[config.mk]
export PLATFORM = sky130hd
export DESIGN_NAME = cms_counter_mode_sequencer
export DESIGN_NICKNAME = d
export VERILOG_FILES = /design/src/rtl/cms_pkg.sv /design/src/rtl/cms_counter_mode_sequencer.sv
export SDC_FILE = /design/constraint.sdc
export NUM_CORES = 1
export LEC_CHECK = 0
export BUFFER_PORTS_ARGS = -buffer_cell sky130_fd_sc_hd__buf_2
export CAP_MARGIN = 15
export CELL_PAD_IN_SITES_DETAIL_PLACEMENT = 1
export CELL_PAD_IN_SITES_GLOBAL_PLACEMENT = 2
export CORE_MARGIN = 2
export CORE_UTILIZATION = 35
export CTS_BUF_LIST = sky130_fd_sc_hd__clkbuf_8
export CTS_CLUSTER_SIZE = 28
export DETAILED_ROUTE_END_ITERATION = 16
export PLACE_DENSITY = 0.81
export SYNTH_ARGS = -nofsm -noshare
export SYNTH_HDL_FRONTEND = slang
export SYNTH_SLANG_ARGS = --single-unit
export TNS_END_PERCENT = 100
[constraint.sdc]
create_clock -name clk_i -period 3.3 [get_ports clk_i]
set_clock_uncertainty 0.2 [all_clocks]
set_input_delay 0.165 -clock clk_i [delete_from_list [all_inputs] [get_ports clk_i]]
set_output_delay 0.165 -clock clk_i [all_outputs]
set_load 0.1 [all_outputs]
[src/rtl/cms_pkg.sv]
package cms_pkg;

  // Register byte offsets
  localparam logic [7:0] CMS_OFS_CTRL = 8'h00;
  localparam logic [7:0] CMS_OFS_CMD = 8'h04;
  localparam logic [7:0] CMS_OFS_LOAD = 8'h08;
  localparam logic [7:0] CMS_OFS_HOLD = 8'h0c;
  localparam logic [7:0] CMS_OFS_COUNT = 8'h10;
  localparam logic [7:0] CMS_OFS_STATUS = 8'h14;

  // Field positions
  localparam int CMS_CTRL_MODE_LSB = 0;
  localparam int CMS_CTRL_TOGGLE_BIT = 4;
  localparam int CMS_CMD_ARM_BIT = 0;
  localparam int CMS_CMD_DISARM_BIT = 1;

  // Reset values
  localparam logic [15:0] CMS_LOAD_RST = 16'h0000;
  localparam logic [15:0] CMS_HOLD_RST = 16'h0000;
  localparam logic [3:0] CMS_MODE_RST = 4'h0;

  // Counting modes, as written to the mode field
  localparam logic [3:0] CMS_M_RATE = 4'h0;
  localparam logic [3:0] CMS_M_RATE_GATED = 4'h1;
  localparam logic [3:0] CMS_M_ONESHOT = 4'h2;
  localparam logic [3:0] CMS_M_DLY_SW = 4'h3;
  localparam logic [3:0] CMS_M_DLY_GATED = 4'h4;
  localparam logic [3:0] CMS_M_DLY_HWSTROBE = 4'h5;
  localparam logic [3:0] CMS_M_DUTY = 4'h6;
  localparam logic [3:0] CMS_M_DUTY_GATED = 4'h7;
  localparam logic [3:0] CMS_M_DLY_HWONESHOT = 4'h8;
  localparam logic [3:0] CMS_M_RETRIG_LVL = 4'h9;
  localparam logic [3:0] CMS_M_RETRIG_EDGE = 4'ha;
  localparam logic [3:0] CMS_M_SYNC_RATE = 4'hb;
  localparam logic [3:0] CMS_M_RETRIG_ONESHOT = 4'hc;
  localparam logic [3:0] CMS_M_GATE_SEL = 4'hd;

  // Mode groups, one bit per mode code
  localparam logic [15:0] CMS_SET_LVL_GATED = 16'h0a92;
  localparam logic [15:0] CMS_SET_EDGE_START = 16'h1524;
  localparam logic [15:0] CMS_SET_LVL_START = 16'h0200;
  localparam logic [15:0] CMS_SET_TWO_PHASE = 16'h0138;
  localparam logic [15:0] CMS_SET_ALTERNATE = 16'h00c0;
  localparam logic [15:0] CMS_SET_REPEAT = 16'h0803;
  localparam logic [15:0] CMS_SET_REARM = 16'h1104;

  // Sequencer states
  typedef enum logic [2:0] {
    CMS_ST_IDLE = 3'b001,
    CMS_ST_WAIT = 3'b010,
    CMS_ST_RUN = 3'b100
  } cms_state_t;

  // APB request and answer
  typedef struct packed {
    logic psel;
    logic penable;
    logic pwrite;
    logic [7:0] paddr;
    logic [31:0] pwdata;
  } cms_apb_req_t;

  typedef struct packed {
    logic [31:0] prdata;
    logic pready;
    logic pslverr;
  } cms_apb_rsp_t;

endpackage : cms_pkg

[src/rtl/cms_counter_mode_sequencer.sv]
// The APB slave port and the register offsets were left to the implementer.
`timescale 1ns/100ps
module cms_counter_mode_sequencer (
  // Clock and reset
  input wire logic clk_i,
  input wire logic srst_i,
  // APB slave
  input wire cms_pkg::cms_apb_req_t apb_req_i,
  output cms_pkg::cms_apb_rsp_t apb_rsp_o,
  // Counter pins
  input wire logic gate_i,
  input wire logic src_i,
  output logic out_o,
  output logic terminal_count_event_o
);
  import cms_pkg::*;

  // Mode group lookup
  function automatic logic in_set(input logic [3:0] mode, input logic [15:0] set);
    in_set = set[mode];
  endfunction : in_set

  cms_state_t state_q, state_d;
  logic [3:0] mode_q;
  logic tog_q;
  logic [15:0] load_q, hold_q, hold_d, count_q, count_d;
  logic phase_q, phase_d, pend_q, pend_d, skip_q, skip_d;
  logic out_q, out_d, tc_q, gate_q, src_q;
  logic [31:0] prdata_q;

  // APB decode
  wire logic setup = apb_req_i.psel & ~apb_req_i.penable;
  wire logic access = apb_req_i.psel & apb_req_i.penable;
  wire logic wr = access & apb_req_i.pwrite;
  wire logic [7:0] adr = apb_req_i.paddr;
  wire logic [31:0] wd = apb_req_i.pwdata;
  wire logic hit_ctrl = adr == CMS_OFS_CTRL;
  wire logic hit_cmd = adr == CMS_OFS_CMD;
  wire logic hit_load = adr == CMS_OFS_LOAD;
  wire logic hit_hold = adr == CMS_OFS_HOLD;
  wire logic hit_count = adr == CMS_OFS_COUNT;
  wire logic hit_stat = adr == CMS_OFS_STATUS;
  wire logic hit = hit_ctrl | hit_cmd | hit_load | hit_hold | hit_count | hit_stat;
  wire logic arm_cmd = wr & hit_cmd & wd[CMS_CMD_ARM_BIT];
  wire logic disarm_cmd = wr & hit_cmd & wd[CMS_CMD_DISARM_BIT];

  // Read data selection
  wire logic [31:0] rd_data =
    hit_ctrl ? {27'h0, tog_q, mode_q} :
    hit_load ? {16'h0, load_q} :
    hit_hold ? {16'h0, hold_q} :
    hit_count ? {16'h0, count_q} :
    hit_stat ? {28'h0, out_q, phase_q, state_q == CMS_ST_RUN, state_q != CMS_ST_IDLE} :
    32'h0;

  // APB answer; zero wait states, error on unmapped address
  assign apb_rsp_o.prdata = prdata_q;
  assign apb_rsp_o.pready = 1'b1;
  assign apb_rsp_o.pslverr = access & ~hit;

  // Mode classification
  wire logic lvl_gated = in_set(mode_q, CMS_SET_LVL_GATED);
  wire logic edge_start = in_set(mode_q, CMS_SET_EDGE_START);
  wire logic lvl_start = in_set(mode_q, CMS_SET_LVL_START);
  wire logic two_phase = in_set(mode_q, CMS_SET_TWO_PHASE);
  wire logic alternate = in_set(mode_q, CMS_SET_ALTERNATE);
  wire logic repeat_ld = in_set(mode_q, CMS_SET_REPEAT);
  wire logic rearm = in_set(mode_q, CMS_SET_REARM);
  wire logic gate_sel = mode_q == CMS_M_GATE_SEL;

  // Pin edges and counting step
  wire logic gate_rise = gate_i & ~gate_q;
  wire logic src_rise = src_i & ~src_q;
  wire logic running = state_q == CMS_ST_RUN;
  wire logic gate_ok = ~lvl_gated | gate_i;
  wire logic step = running & gate_ok & src_rise;
  wire logic at_end = count_q <= 16'h0001;
  wire logic tc = step & ~pend_q & ~skip_q & at_end;
  wire logic start_ok = edge_start ? gate_rise : (lvl_start & gate_i);

  // Final terminal count of the sequence
  wire logic last = (two_phase | gate_sel) ? phase_q : ~(alternate | repeat_ld);
  // Reload source at a terminal count
  wire logic from_hold = gate_sel ? gate_i : ((two_phase | alternate) & ~phase_q);
  wire logic [15:0] reload = from_hold ? hold_q : load_q;

  // Sequencer next state
  always_comb begin
    state_d = state_q;
    count_d = count_q;
    phase_d = phase_q;
    pend_d = pend_q;
    skip_d = skip_q;
    hold_d = hold_q;
    out_d = tog_q ? out_q : 1'b0;
    if (wr & hit_hold) begin
      hold_d = wd[15:0];
    end
    unique case (state_q)
      CMS_ST_IDLE: begin
      end
      CMS_ST_WAIT: begin
        if (start_ok) begin
          state_d = CMS_ST_RUN;
        end
      end
      CMS_ST_RUN: begin
        // Source edge: pending reload, skip, or decrement
        if (step) begin
          if (pend_q) begin
            count_d = load_q;
            pend_d = 1'b0;
          end else if (skip_q) begin
            skip_d = 1'b0;
          end else if (!at_end) begin
            count_d = count_q - 16'h0001;
          end
        end
        if (tc) begin
          // Terminal count reload and sequencing
          out_d = tog_q ? ~out_q : 1'b1;
          count_d = reload;
          phase_d = ~phase_q;
          if (last) begin
            phase_d = 1'b0;
            count_d = gate_sel ? reload : load_q;
            state_d = rearm ? CMS_ST_WAIT : CMS_ST_IDLE;
          end
        end else if (gate_rise) begin
          // Gate events while running; free modes ignore the gate
          unique case (mode_q)
            CMS_M_RETRIG_LVL: begin
              hold_d = count_q;
              pend_d = 1'b1;
            end
            CMS_M_RETRIG_EDGE: begin
              pend_d = 1'b1;
            end
            CMS_M_SYNC_RATE: begin
              count_d = load_q;
              skip_d = 1'b1;
            end
            CMS_M_RETRIG_ONESHOT: begin
              hold_d = count_q;
              count_d = load_q;
            end
            default: begin
            end
          endcase
        end
      end
      default: begin
        state_d = CMS_ST_IDLE;
      end
    endcase
    // Commands override the sequence
    if (disarm_cmd) begin
      state_d = CMS_ST_IDLE;
      pend_d = 1'b0;
      skip_d = 1'b0;
    end else if (arm_cmd) begin
      state_d = (edge_start | lvl_start) ? CMS_ST_WAIT : CMS_ST_RUN;
      count_d = load_q;
      phase_d = 1'b0;
      pend_d = 1'b0;
      skip_d = 1'b0;
    end
  end

  // Software registers
  always_ff @(posedge clk_i) begin
    if (srst_i) begin
      mode_q <= CMS_MODE_RST;
      tog_q <= 1'b0;
      load_q <= CMS_LOAD_RST;
      prdata_q <= 32'h0;
    end else begin
      if (wr & hit_ctrl) begin
        mode_q <= wd[CMS_CTRL_MODE_LSB +: 4];
        tog_q <= wd[CMS_CTRL_TOGGLE_BIT];
      end
      if (wr & hit_load) begin
        load_q <= wd[15:0];
      end
      if (setup) begin
        prdata_q <= rd_data;
      end
    end
  end

  // Sequencer registers
  always_ff @(posedge clk_i) begin
    if (srst_i) begin
      state_q <= CMS_ST_IDLE;
      count_q <= CMS_LOAD_RST;
      hold_q <= CMS_HOLD_RST;
      phase_q <= 1'b0;
      pend_q <= 1'b0;
      skip_q <= 1'b0;
      out_q <= 1'b0;
      tc_q <= 1'b0;
      gate_q <= 1'b0;
      src_q <= 1'b0;
    end else begin
      state_q <= state_d;
      count_q <= count_d;
      hold_q <= hold_d;
      phase_q <= phase_d;
      pend_q <= pend_d;
      skip_q <= skip_d;
      out_q <= out_d;
      tc_q <= tc;
      gate_q <= gate_i;
      src_q <= src_i;
    end
  end

  // Pin outputs
  assign out_o = out_q;
  assign terminal_count_event_o = tc_q;

  wire logic quiet = ~arm_cmd & ~disarm_cmd;
endmodule : cms_counter_mode_sequencer

==> results.py, run 1 <==
metrics = {
    "outcome": {
        "status": "finished, final reports clean",
    },
    "global_route": {
        "grt_pass1_vias": 5641,
        "grt.total_usage_pct": 23.4,
        "grt_max_degree": 58,
        "grt_overflow_total": 0,
        "antenna_found_initial": 0,
        "grt_pass1_wl_mm": 30.2,
    },
    "cells_and_area": {
        "area_growth_syn_to_layout_pct": 16.3,
        "drive_gt1_share_pct": 15.9,
        "finalNetCount": 789,
        "finalInstanceArea_mm2": 0.00632,
        "final_cell_mix": "nor2_1, dfxtp_1, mux2i_1",
        "layout_commonest_cell": "nor2_1",
        "n_antenna_cell": 0,
        "final_util_pct": 41.6,
    },
    "cts": {
        "clock_sinks": 86,
        "clk_path_buf_depth": 2,
        "cts_buffers": 9,
        "clock_latency_ns": 0.39,
        "cts_max_level": 3,
        "clkSlewWorstSetupHoldPaths_ns": 0.09,
        "cts_root_buf": "clkbuf_8",
        "cts_tree": "yes",
        "cts_resized": 0,
    },
    "detailed_routing": {
        "dr.pass1.iters": 5,
        "routedWlPerCell_um": 20.3,
        "wirelength_mm": 18.9,
        "drtAntennaViolNets": 0,
        "vias": 5437,
        "vias_per_cell": 5.86,
        "drt_iter0_drc": 278,
        "drcViolationCount": 0,
    },
    "critical_path": {
        "path_cells": "inv_1 -> ha_1 -> nor2_1 -> nor4b_4 -> buf_4 -> or3_1 -> o311ai_1 -> a32o_1 -> a21oi_1",
        "start_kind": "flip-flop",
        "cp_top_family": "simple AND/OR/NAND/NOR gates",
        "cp-end-kind": "flip-flop",
        "worst_ep_arrival_time_ns": 2.96,
        "crit_type": "reg -> reg",
        "cp_max_fo": 7,
        "crit_start": "count_q[0]",
        "crit_buf_inv": 2,
        "r2r-start": "count_q[0]",
        "cp.required_ns": 3.37,
        "cp_slowest_cell": "dfxtp_1",
        "slowest_delay_ns": 0.50,
    },
    "die": {
        "initial_utilization_pct": 35.8,
        "core-area_mm2": 0.0152,
        "io_pins": 83,
        "die_x_um": 129,
        "die_height_um": 129,
        "dieArea_mm2": 0.0165,
        "placementRows": 45,
    },
    "placed_design": {
        "placed_area_mm2": 0.00587,
        "dp_hpwl_mm": 13.5,
        "gp_congestion": 0.898,
        "io_buffers": 49,
    },
    "synth": {
        "avgSynthCellArea_um2": 7.97,
        "seq_area_frac_synth_pct": 31.7,
        "syn_area_mm2": 0.00544,
        "yosys_warnings": 0,
        "synth_edf_count": 0,
        "synthesis.instances": 682,
        "synthFlopType": "dfxtp_1",
        "ys_types": 79,
        "async_flop_share_pct": 0,
        "synth-seq-cells": 86,
    },
    "sta": {
        "tns_ns": 0,
        "drv_slew": 0,
        "tightest_slew_ns": 0.720,
        "report.final.setup_viol": 0,
        "finalWorstPathRequiredPeriod_ns": 2.89,
        "rsz0062_at_grt": "false",
        "fin_crit_sh_pct": 87.7,
        "hold_viol_final": 0,
        "relSlewSlack_pct": 51.5,
        "fmax_ghz": 0.345,
    },
    "pwr": {
        "power_uw": 2290,
        "p_per_area_mw_per_mm2": 362,
        "peakVddDrop_mv": 0.249,
        "p_leak_uw": 0.00263,
    },
    "min_path": {
        "hp-class": "in -> reg",
        "min-delay-start": "apb_req_i[36]",
    },
    "run": {
        "drv_cap": 0,
    },
}
## cell usage after synthesis (5+ instances only)
cell type    n  area share, %
a2111oi_0    6           0.97
a21oi_1     51            4.7
nand2_1     29            2.0
o31a_1       5           0.81
or3_1        9            1.0
buf_4       17            2.3
o211ai_1     9            1.2
nor3_1      22            2.0
o21ai_0     19            1.7
or4_1        5           0.69
ha_1         6            1.4
nor2_1     117            8.1
buf_2       11            1.0
and3_1       7           0.81
nand3_1     14            1.3
nand2b_1     5           0.58
dfxtp_1     86             32
nor2b_1      8           0.92
a211oi_1    23            3.2
mux2i_1     66             12
clkbuf_1    38            2.6
nor4_1       8           0.92
inv_1       15            1.0
a31oi_1      7           0.81
## layout make-up
| type | instances | area [um2] |
|---|---|---|
| Sequential cell | 86 | 1720 |
| Clock buffer | 10 | 138 |
| Multi-Input combinational cell | 526 | 3390 |
| Fill cell | 1855 | 8880 |
| Clock inverter | 5 | 108 |
| Timing Repair Buffer | 98 | 678 |
| Inverter | 15 | 56.3 |
| Tap cell | 188 | 235 |
## tightest hold or removal path, cell delays in order
cell	delay, ns
buf_2	0.13
nand2_1	0.13
o221a_2	0.21
a211oi_1	0.06
## worst paths after layout
| path | endpoint | slack (ns) | cells past startpoint |
|---|---|---|---|
| worst min register to register | state_q[1] | 0.30 | 2 |
| worst max-delay path | count_q[13] | 0.41 | 9 |
| worst min-delay path | prdata_q[0] | 0.16 | 4 |
| worst max register to register | count_q[13] | 0.41 | 9 |
## through the flow
stage / std cells / setup WS, ns / hold slack [ns]
floorplan: 697 / 0.626 / 0.0932
detailed placement: 892 / 0.462 / 0.217
global route: 928 / 0.316 / 0.168
finish: 928 / 0.405 / 0.159
CTS: 928 / 0.460 / 0.139
global placement: 892 / 0.523 / 0.213
## power by group
group	internal [uW]	leakage (uW)	total, uW	switching, uW
clock	522	0.000123	933	411
sequential	1050	0.000696	1060	5.90
combinational	59.9	0.00181	300	240
## layer usage
layer	vias up	global-route usage [%]	routed length (um)
met5	-	0	0
met4	0	7.67	448
met3	32	3.49	595
met2	119	41.1	9300
met1	2727	29.5	8520
li1	2559	-	-
## timing repair
action	in CTS	in global routing
endpoints found under the hold margin	32	0
hold buffers	21	0
buffers inserted	0	0
endpoints found under the setup margin	0	0
## registers in the layout, summed over array words and instances (netlist names), 3 cells and up
register,count
count_q,16
hold_q,16
load_q,16
mode_q,4
prdata_q,16
state_q,3
## kinds of logic after synthesis
kind of cell	share of synthesized area, %
other cells	0.138
fa+ha+maj	1.38
xor+xnor	0.806
compound gates	21.6
simple gates	24.1
buf+inv	7.32
flops	31.7
mux	13.0
Note: power is estimated with default switching activity, not from simulation.
==> run 2, diff against run 1 <==
--- a/config.mk
+++ b/config.mk
@@ -10,11 +10,10 @@
 export CELL_PAD_IN_SITES_DETAIL_PLACEMENT = 1
 export CELL_PAD_IN_SITES_GLOBAL_PLACEMENT = 2
 export CORE_MARGIN = 2
-export CORE_UTILIZATION = 35
-export CTS_BUF_LIST = sky130_fd_sc_hd__clkbuf_8
+export CORE_UTILIZATION = 34
 export CTS_CLUSTER_SIZE = 28
 export DETAILED_ROUTE_END_ITERATION = 16
-export PLACE_DENSITY = 0.81
+export PLACE_DENSITY = 0.79
 export SYNTH_ARGS = -nofsm -noshare
 export SYNTH_HDL_FRONTEND = slang
 export SYNTH_SLANG_ARGS = --single-unit
==> run 2 against run 1 <==
  * Cell count is 3.8% higher
  * Flip-flop and latch count did not move
  * First-iteration DRC count rose by 27%
  * Critical path type unchanged
==> results.py, run 2 (synthesis results as in run 1) <==
metrics = {
    "cells_and_area": {
        "final_cell_mix": "nor2_1, dfxtp_1, mux2i_1",
        "area_growth_syn_to_layout_pct": 18.4,
        "num-fill-cells": 1959,
        "finalNetCount": 796,
        "n_antenna_cell": 0,
        "layout_commonest_cell": "nor2_1",
        "drive_gt1_share_pct": 16.9,
    },
    "die": {
        "die_x_um": 130,
        "die_height_um": 130,
        "dieArea_mm2": 0.0170,
        "placementRows": 46,
        "initial_utilization_pct": 34.5,
        "core-area_mm2": 0.0158,
        "io_pins": 83,
    },
    "global_route": {
        "grt_pass1_wl_mm": 30.6,
        "grt_max_degree": 42,
        "antenna_found_initial": 0,
        "grt_pass1_vias": 5582,
        "grt.total_usage_pct": 23.2,
        "grt_overflow_total": 0,
    },
    "cts": {
        "cts_resized": 0,
        "post_cts.repair.setup_buffers": 0,
        "postCtsHoldBufs": 20,
        "clkSlewWorstSetupHoldPaths_ns": 0.07,
        "cts_root_buf": "clkbuf_16",
        "cts_max_level": 3,
        "clock_sinks": 86,
        "cts_tree": "yes",
        "clk_path_buf_depth": 2,
        "clock_latency_ns": 0.36,
        "cts_buffers": 9,
    },
    "detailed_routing": {
        "vias": 5468,
        "vias_per_cell": 5.68,
        "routedWlPerCell_um": 20.2,
        "drtAntennaViolNets": 0,
        "drt_iter0_drc": 352,
        "dr.pass1.iters": 5,
        "drcViolationCount": 0,
        "wirelength_mm": 19.5,
    },
    "pwr": {
        "p_leak_uw": 0.00266,
        "peakVddDrop_mv": 0.234,
        "p_per_area_mw_per_mm2": 362,
    },
    "sta": {
        "tns_ns": 0,
        "drv_slew": 0,
        "fmax_ghz": 0.344,
        "holdWs_ns": 0.0871,
        "fin_crit_sh_pct": 88.1,
        "tightest_slew_ns": 0.730,
        "finalWorstPathRequiredPeriod_ns": 2.91,
        "rsz0062_at_grt": "false",
        "hold_viol_final": 0,
        "report.final.setup_viol": 0,
        "relSlewSlack_pct": 51.1,
    },
    "placed_design": {
        "dp_hpwl_mm": 14.1,
        "io_buffers": 49,
        "gp_congestion": 0.903,
    },
    "outcome": {
        "status": "finished, final reports clean",
    },
    "critical_path": {
        "worst_ep_arrival_time_ns": 2.97,
        "cp_max_fo": 8,
        "crit_type": "reg -> reg",
        "cp-end-kind": "flip-flop",
        "cp.required_ns": 3.37,
        "start_kind": "flip-flop",
    },
    "min_path": {
        "hp-class": "in -> reg",
    },
    "run": {
        "drv_cap": 0,
    },
}
[run 2: critical path: stages, from the launching register on]
cell	delay (ns)
dfxtp_1	0.38
or4_4	0.60
nor4b_4	0.57
and3_1	0.29
mux2i_1	0.42
nor2_1	0.10
o32ai_2	0.26
[run 2: where the power goes]
part / internal, uW / switching (uW)
registers: 1050 / 6.06
clock network: 510 / 463
logic: 60.0 / 241
[run 2: final cells by class]
| cell class | count | area, um2 | area share [%] |
|---|---|---|---|
| sequential | 86 | 1720 | 26.8 |
| inverter | 15 | 56.3 | 0.875 |
| tap | 216 | 270 | 4.20 |
| multi-input combinational | 526 | 3390 | 52.6 |
| clock inverter | 6 | 47.5 | 0.739 |
| timing repair buffer | 105 | 728 | 11.3 |
| clock buffer | 9 | 225 | 3.50 |
[run 2: metrics by stage]
step | std cells | power, uW | util (%) | worst slack [ns] | area [um2]
after floorplan | 697 | 1320 | - | 0.626 | 5490
after global placement | 928 | 1360 | 37.8 | 0.480 | 5960
after detailed placement | 928 | 1360 | 37.8 | 0.427 | 5960
after CTS | 963 | 2350 | 40.8 | 0.398 | 6430
after global routing | 963 | 2430 | 40.8 | 0.287 | 6430
final | 963 | 2330 | 40.8 | 0.393 | 6430
[run 2: layer usage]
layer  vias to the layer above  share of wire, %  global-route usage, %
li1                       2581                 -                      -
met5                         -                 0                      0
met4                         0               2.8                   8.39
met1                      2737                44                   29.7
met3                        32               3.3                   3.54
met2                       118                49                   39.9
[run 2: final timing paths]
kind / from / endpoint / slack [ns] / depth (start not counted)
worst max-delay path: count_q[14] / count_q[2] / 0.39 / 6
worst min-delay path: gate_i / state_q[1] / 0.09 / 4
worst max register to register: count_q[14] / count_q[2] / 0.39 / 6
worst min register to register: prdata_q[5] / prdata_q[5] / 0.30 / 2
==> run 3, diff against run 2 <==
==> constraint.sdc (replaced) <==
create_clock -name clk_i -period 3 [get_ports clk_i]
set_clock_uncertainty 0.2 [all_clocks]
set_input_delay 0.15 -clock clk_i [delete_from_list [all_inputs] [get_ports clk_i]]
set_output_delay 0.15 -clock clk_i [all_outputs]
set_load 0.1 [all_outputs]
==> run 3 against run 2 <==
  * Setup slack worse by 0.20 ns
  * Largest power group unchanged
  * Routed wire length decreased by 0.80%
  * Total power is 11% higher
  * Clock power rose by 13%
  * Critical path type unchanged
  * Hold slack lost 0.049 ns
  * Fmax grew 3.5%
  * Highest routed layer unchanged
  * Non-clock buffer count increased by 3
  * Design area increased by 0.25%
  * Sequential share of layout area is 0.067 points lower
==> results.py, run 3 (synthesis results as in run 1) <==
metrics = {
    "die": {
        "placementRows": 46,
        "dieArea_mm2": 0.0170,
        "core-area_mm2": 0.0158,
        "initial_utilization_pct": 34.5,
        "die_height_um": 130,
        "die_x_um": 130,
        "io_pins": 83,
    },
    "sta": {
        "finalWorstPathRequiredPeriod_ns": 2.81,
        "relSlewSlack_pct": 51.9,
        "rsz0062_at_grt": "false",
        "tightest_slew_ns": 0.715,
        "hold_viol_final": 0,
        "fin_crit_sh_pct": 93.6,
        "fmax_ghz": 0.356,
        "drv_slew": 0,
        "report.final.setup_viol": 0,
        "tns_ns": 0,
    },
    "critical_path": {
        "crit_type": "reg -> reg",
        "worst_ep_arrival_time_ns": 2.89,
        "crit_buf_inv": 1,
        "cp.required_ns": 3.09,
        "path_cells": "or3b_1 -> or3_1 -> o21ai_0 -> buf_4 -> a221oi_1 -> a32o_1 -> a21oi_1",
        "cp_slowest_cell": "or3b_1",
        "cp_top_family": "simple AND/OR/NAND/NOR gates",
        "start_kind": "flip-flop",
        "cp-end-kind": "flip-flop",
        "cp_max_fo": 11,
        "slowest_delay_ns": 0.59,
    },
    "cells_and_area": {
        "finalInstanceArea_mm2": 0.00645,
        "drive_gt1_share_pct": 17.6,
        "area_growth_syn_to_layout_pct": 18.7,
        "n_antenna_cell": 0,
        "layout_commonest_cell": "nor2_1",
        "final_cell_mix": "nor2_1, dfxtp_1, mux2i_1",
        "finalNetCount": 799,
    },
    "placed_design": {
        "placed_area_mm2": 0.00599,
        "io_buffers": 49,
        "dp_hpwl_mm": 14.1,
        "gp_congestion": 0.925,
    },
    "detailed_routing": {
        "vias_per_cell": 5.57,
        "drtAntennaViolNets": 0,
        "vias": 5389,
        "drt_iter0_drc": 321,
        "routedWlPerCell_um": 20.0,
        "wirelength_mm": 19.3,
        "drcViolationCount": 0,
        "dr.pass1.iters": 4,
    },
    "cts": {
        "clock_sinks": 86,
        "cts_buffers": 9,
        "clock_latency_ns": 0.35,
        "post_cts.repair.setup_buffers": 0,
        "clkSlewWorstSetupHoldPaths_ns": 0.07,
        "cts_tree": "yes",
        "clk_path_buf_depth": 2,
        "cts_root_buf": "clkbuf_16",
        "cts_max_level": 3,
    },
    "global_route": {
        "grt_overflow_total": 0,
        "grt_pass1_vias": 5539,
        "grt_max_degree": 54,
        "grt.total_usage_pct": 23.3,
        "antenna_found_initial": 0,
        "grt_pass1_wl_mm": 30.5,
    },
    "pwr": {
        "p_leak_uw": 0.00269,
        "peakVddDrop_mv": 0.259,
        "p_per_area_mw_per_mm2": 401,
    },
    "min_path": {
        "hp-class": "in -> reg",
    },
    "outcome": {
        "status": "finished, final reports clean",
    },
    "run": {
        "drv_cap": 0,
    },
}
[run 3: cell types whose count changed in the layout (fill, tap and decap cells not counted), sizes merged]
cell	change
clkinvlp	-1
dlygate4sd3	-2
clkinv	+1
clkbuf	+1
buf	+5
[run 3: layer usage]
| layer | up-vias | track usage [%] | part of all wire (%) |
|---|---|---|---|
| met3 | 23 | 4.64 | 3.4 |
| met2 | 109 | 41.1 | 51 |
| met5 | - | 0 | 0 |
| met1 | 2674 | 29.4 | 44 |
| met4 | 0 | 5.82 | 1.8 |
| li1 | 2583 | - | - |
[run 3: path summary, 6_finish.rpt]
kind         depth (start not counted)            to  slack [ns]          from
min                                  2     hold_q[2]        0.04        srst_i
min reg2reg                          2  prdata_q[14]        0.30  prdata_q[14]
max                                  7   count_q[13]        0.19    state_q[0]
max reg2reg                          7   count_q[13]        0.19    state_q[0]
[run 3: what timing repair did]
action                     CTS  global route
hold buffers                18             0
setup endpoints to repair    0             0
resized for setup            0             0
hold endpoints to repair    27             0
[run 3: worst reg2reg max path, delay by kind of cell (launching register included)]
kind            cells  cell delay [ns]
buf+inv             1             0.25
simple gates        2             1.17
compound gates      4             0.77
flops               1             0.35
[run 3: area by class of cell]
| type | instances | area, um2 |
|---|---|---|
| Clock buffer | 10 | 239 |
| Clock inverter | 6 | 45.0 |
| Fill cell | 1938 | 9320 |
| Inverter | 15 | 56.3 |
| Multi-Input combinational cell | 526 | 3390 |
| Sequential cell | 86 | 1720 |
| Tap cell | 216 | 270 |
| Timing Repair Buffer | 108 | 733 |
[run 3: through the flow]
| stage | util, % | total power (uW) | std cells | hold WS (ns) | setup WS, ns |
|---|---|---|---|---|---|
| 2_1_floorplan | - | 1450 | 697 | 0.0782 | 0.341 |
| 3_3_place_gp | 38.0 | 1490 | 933 | 0.185 | 0.291 |
| 3_5_place_dp | 38.0 | 1500 | 933 | 0.190 | 0.207 |
| 4_1_cts | 40.9 | 2620 | 967 | 0.0229 | 0.192 |
| 5_1_grt | 40.9 | 2690 | 967 | 0.0407 | 0.0568 |
| 6_report | 40.9 | 2590 | 967 | 0.0383 | 0.193 |
[run 3: report_power, final]
group / internal, uW / total (uW) / switching (uW)
Clock: 587 / 1100 / 512
Sequential: 1150 / 1160 / 6.54
Combinational: 63.4 / 328 / 264
Total: 1810 / 2590 / 783
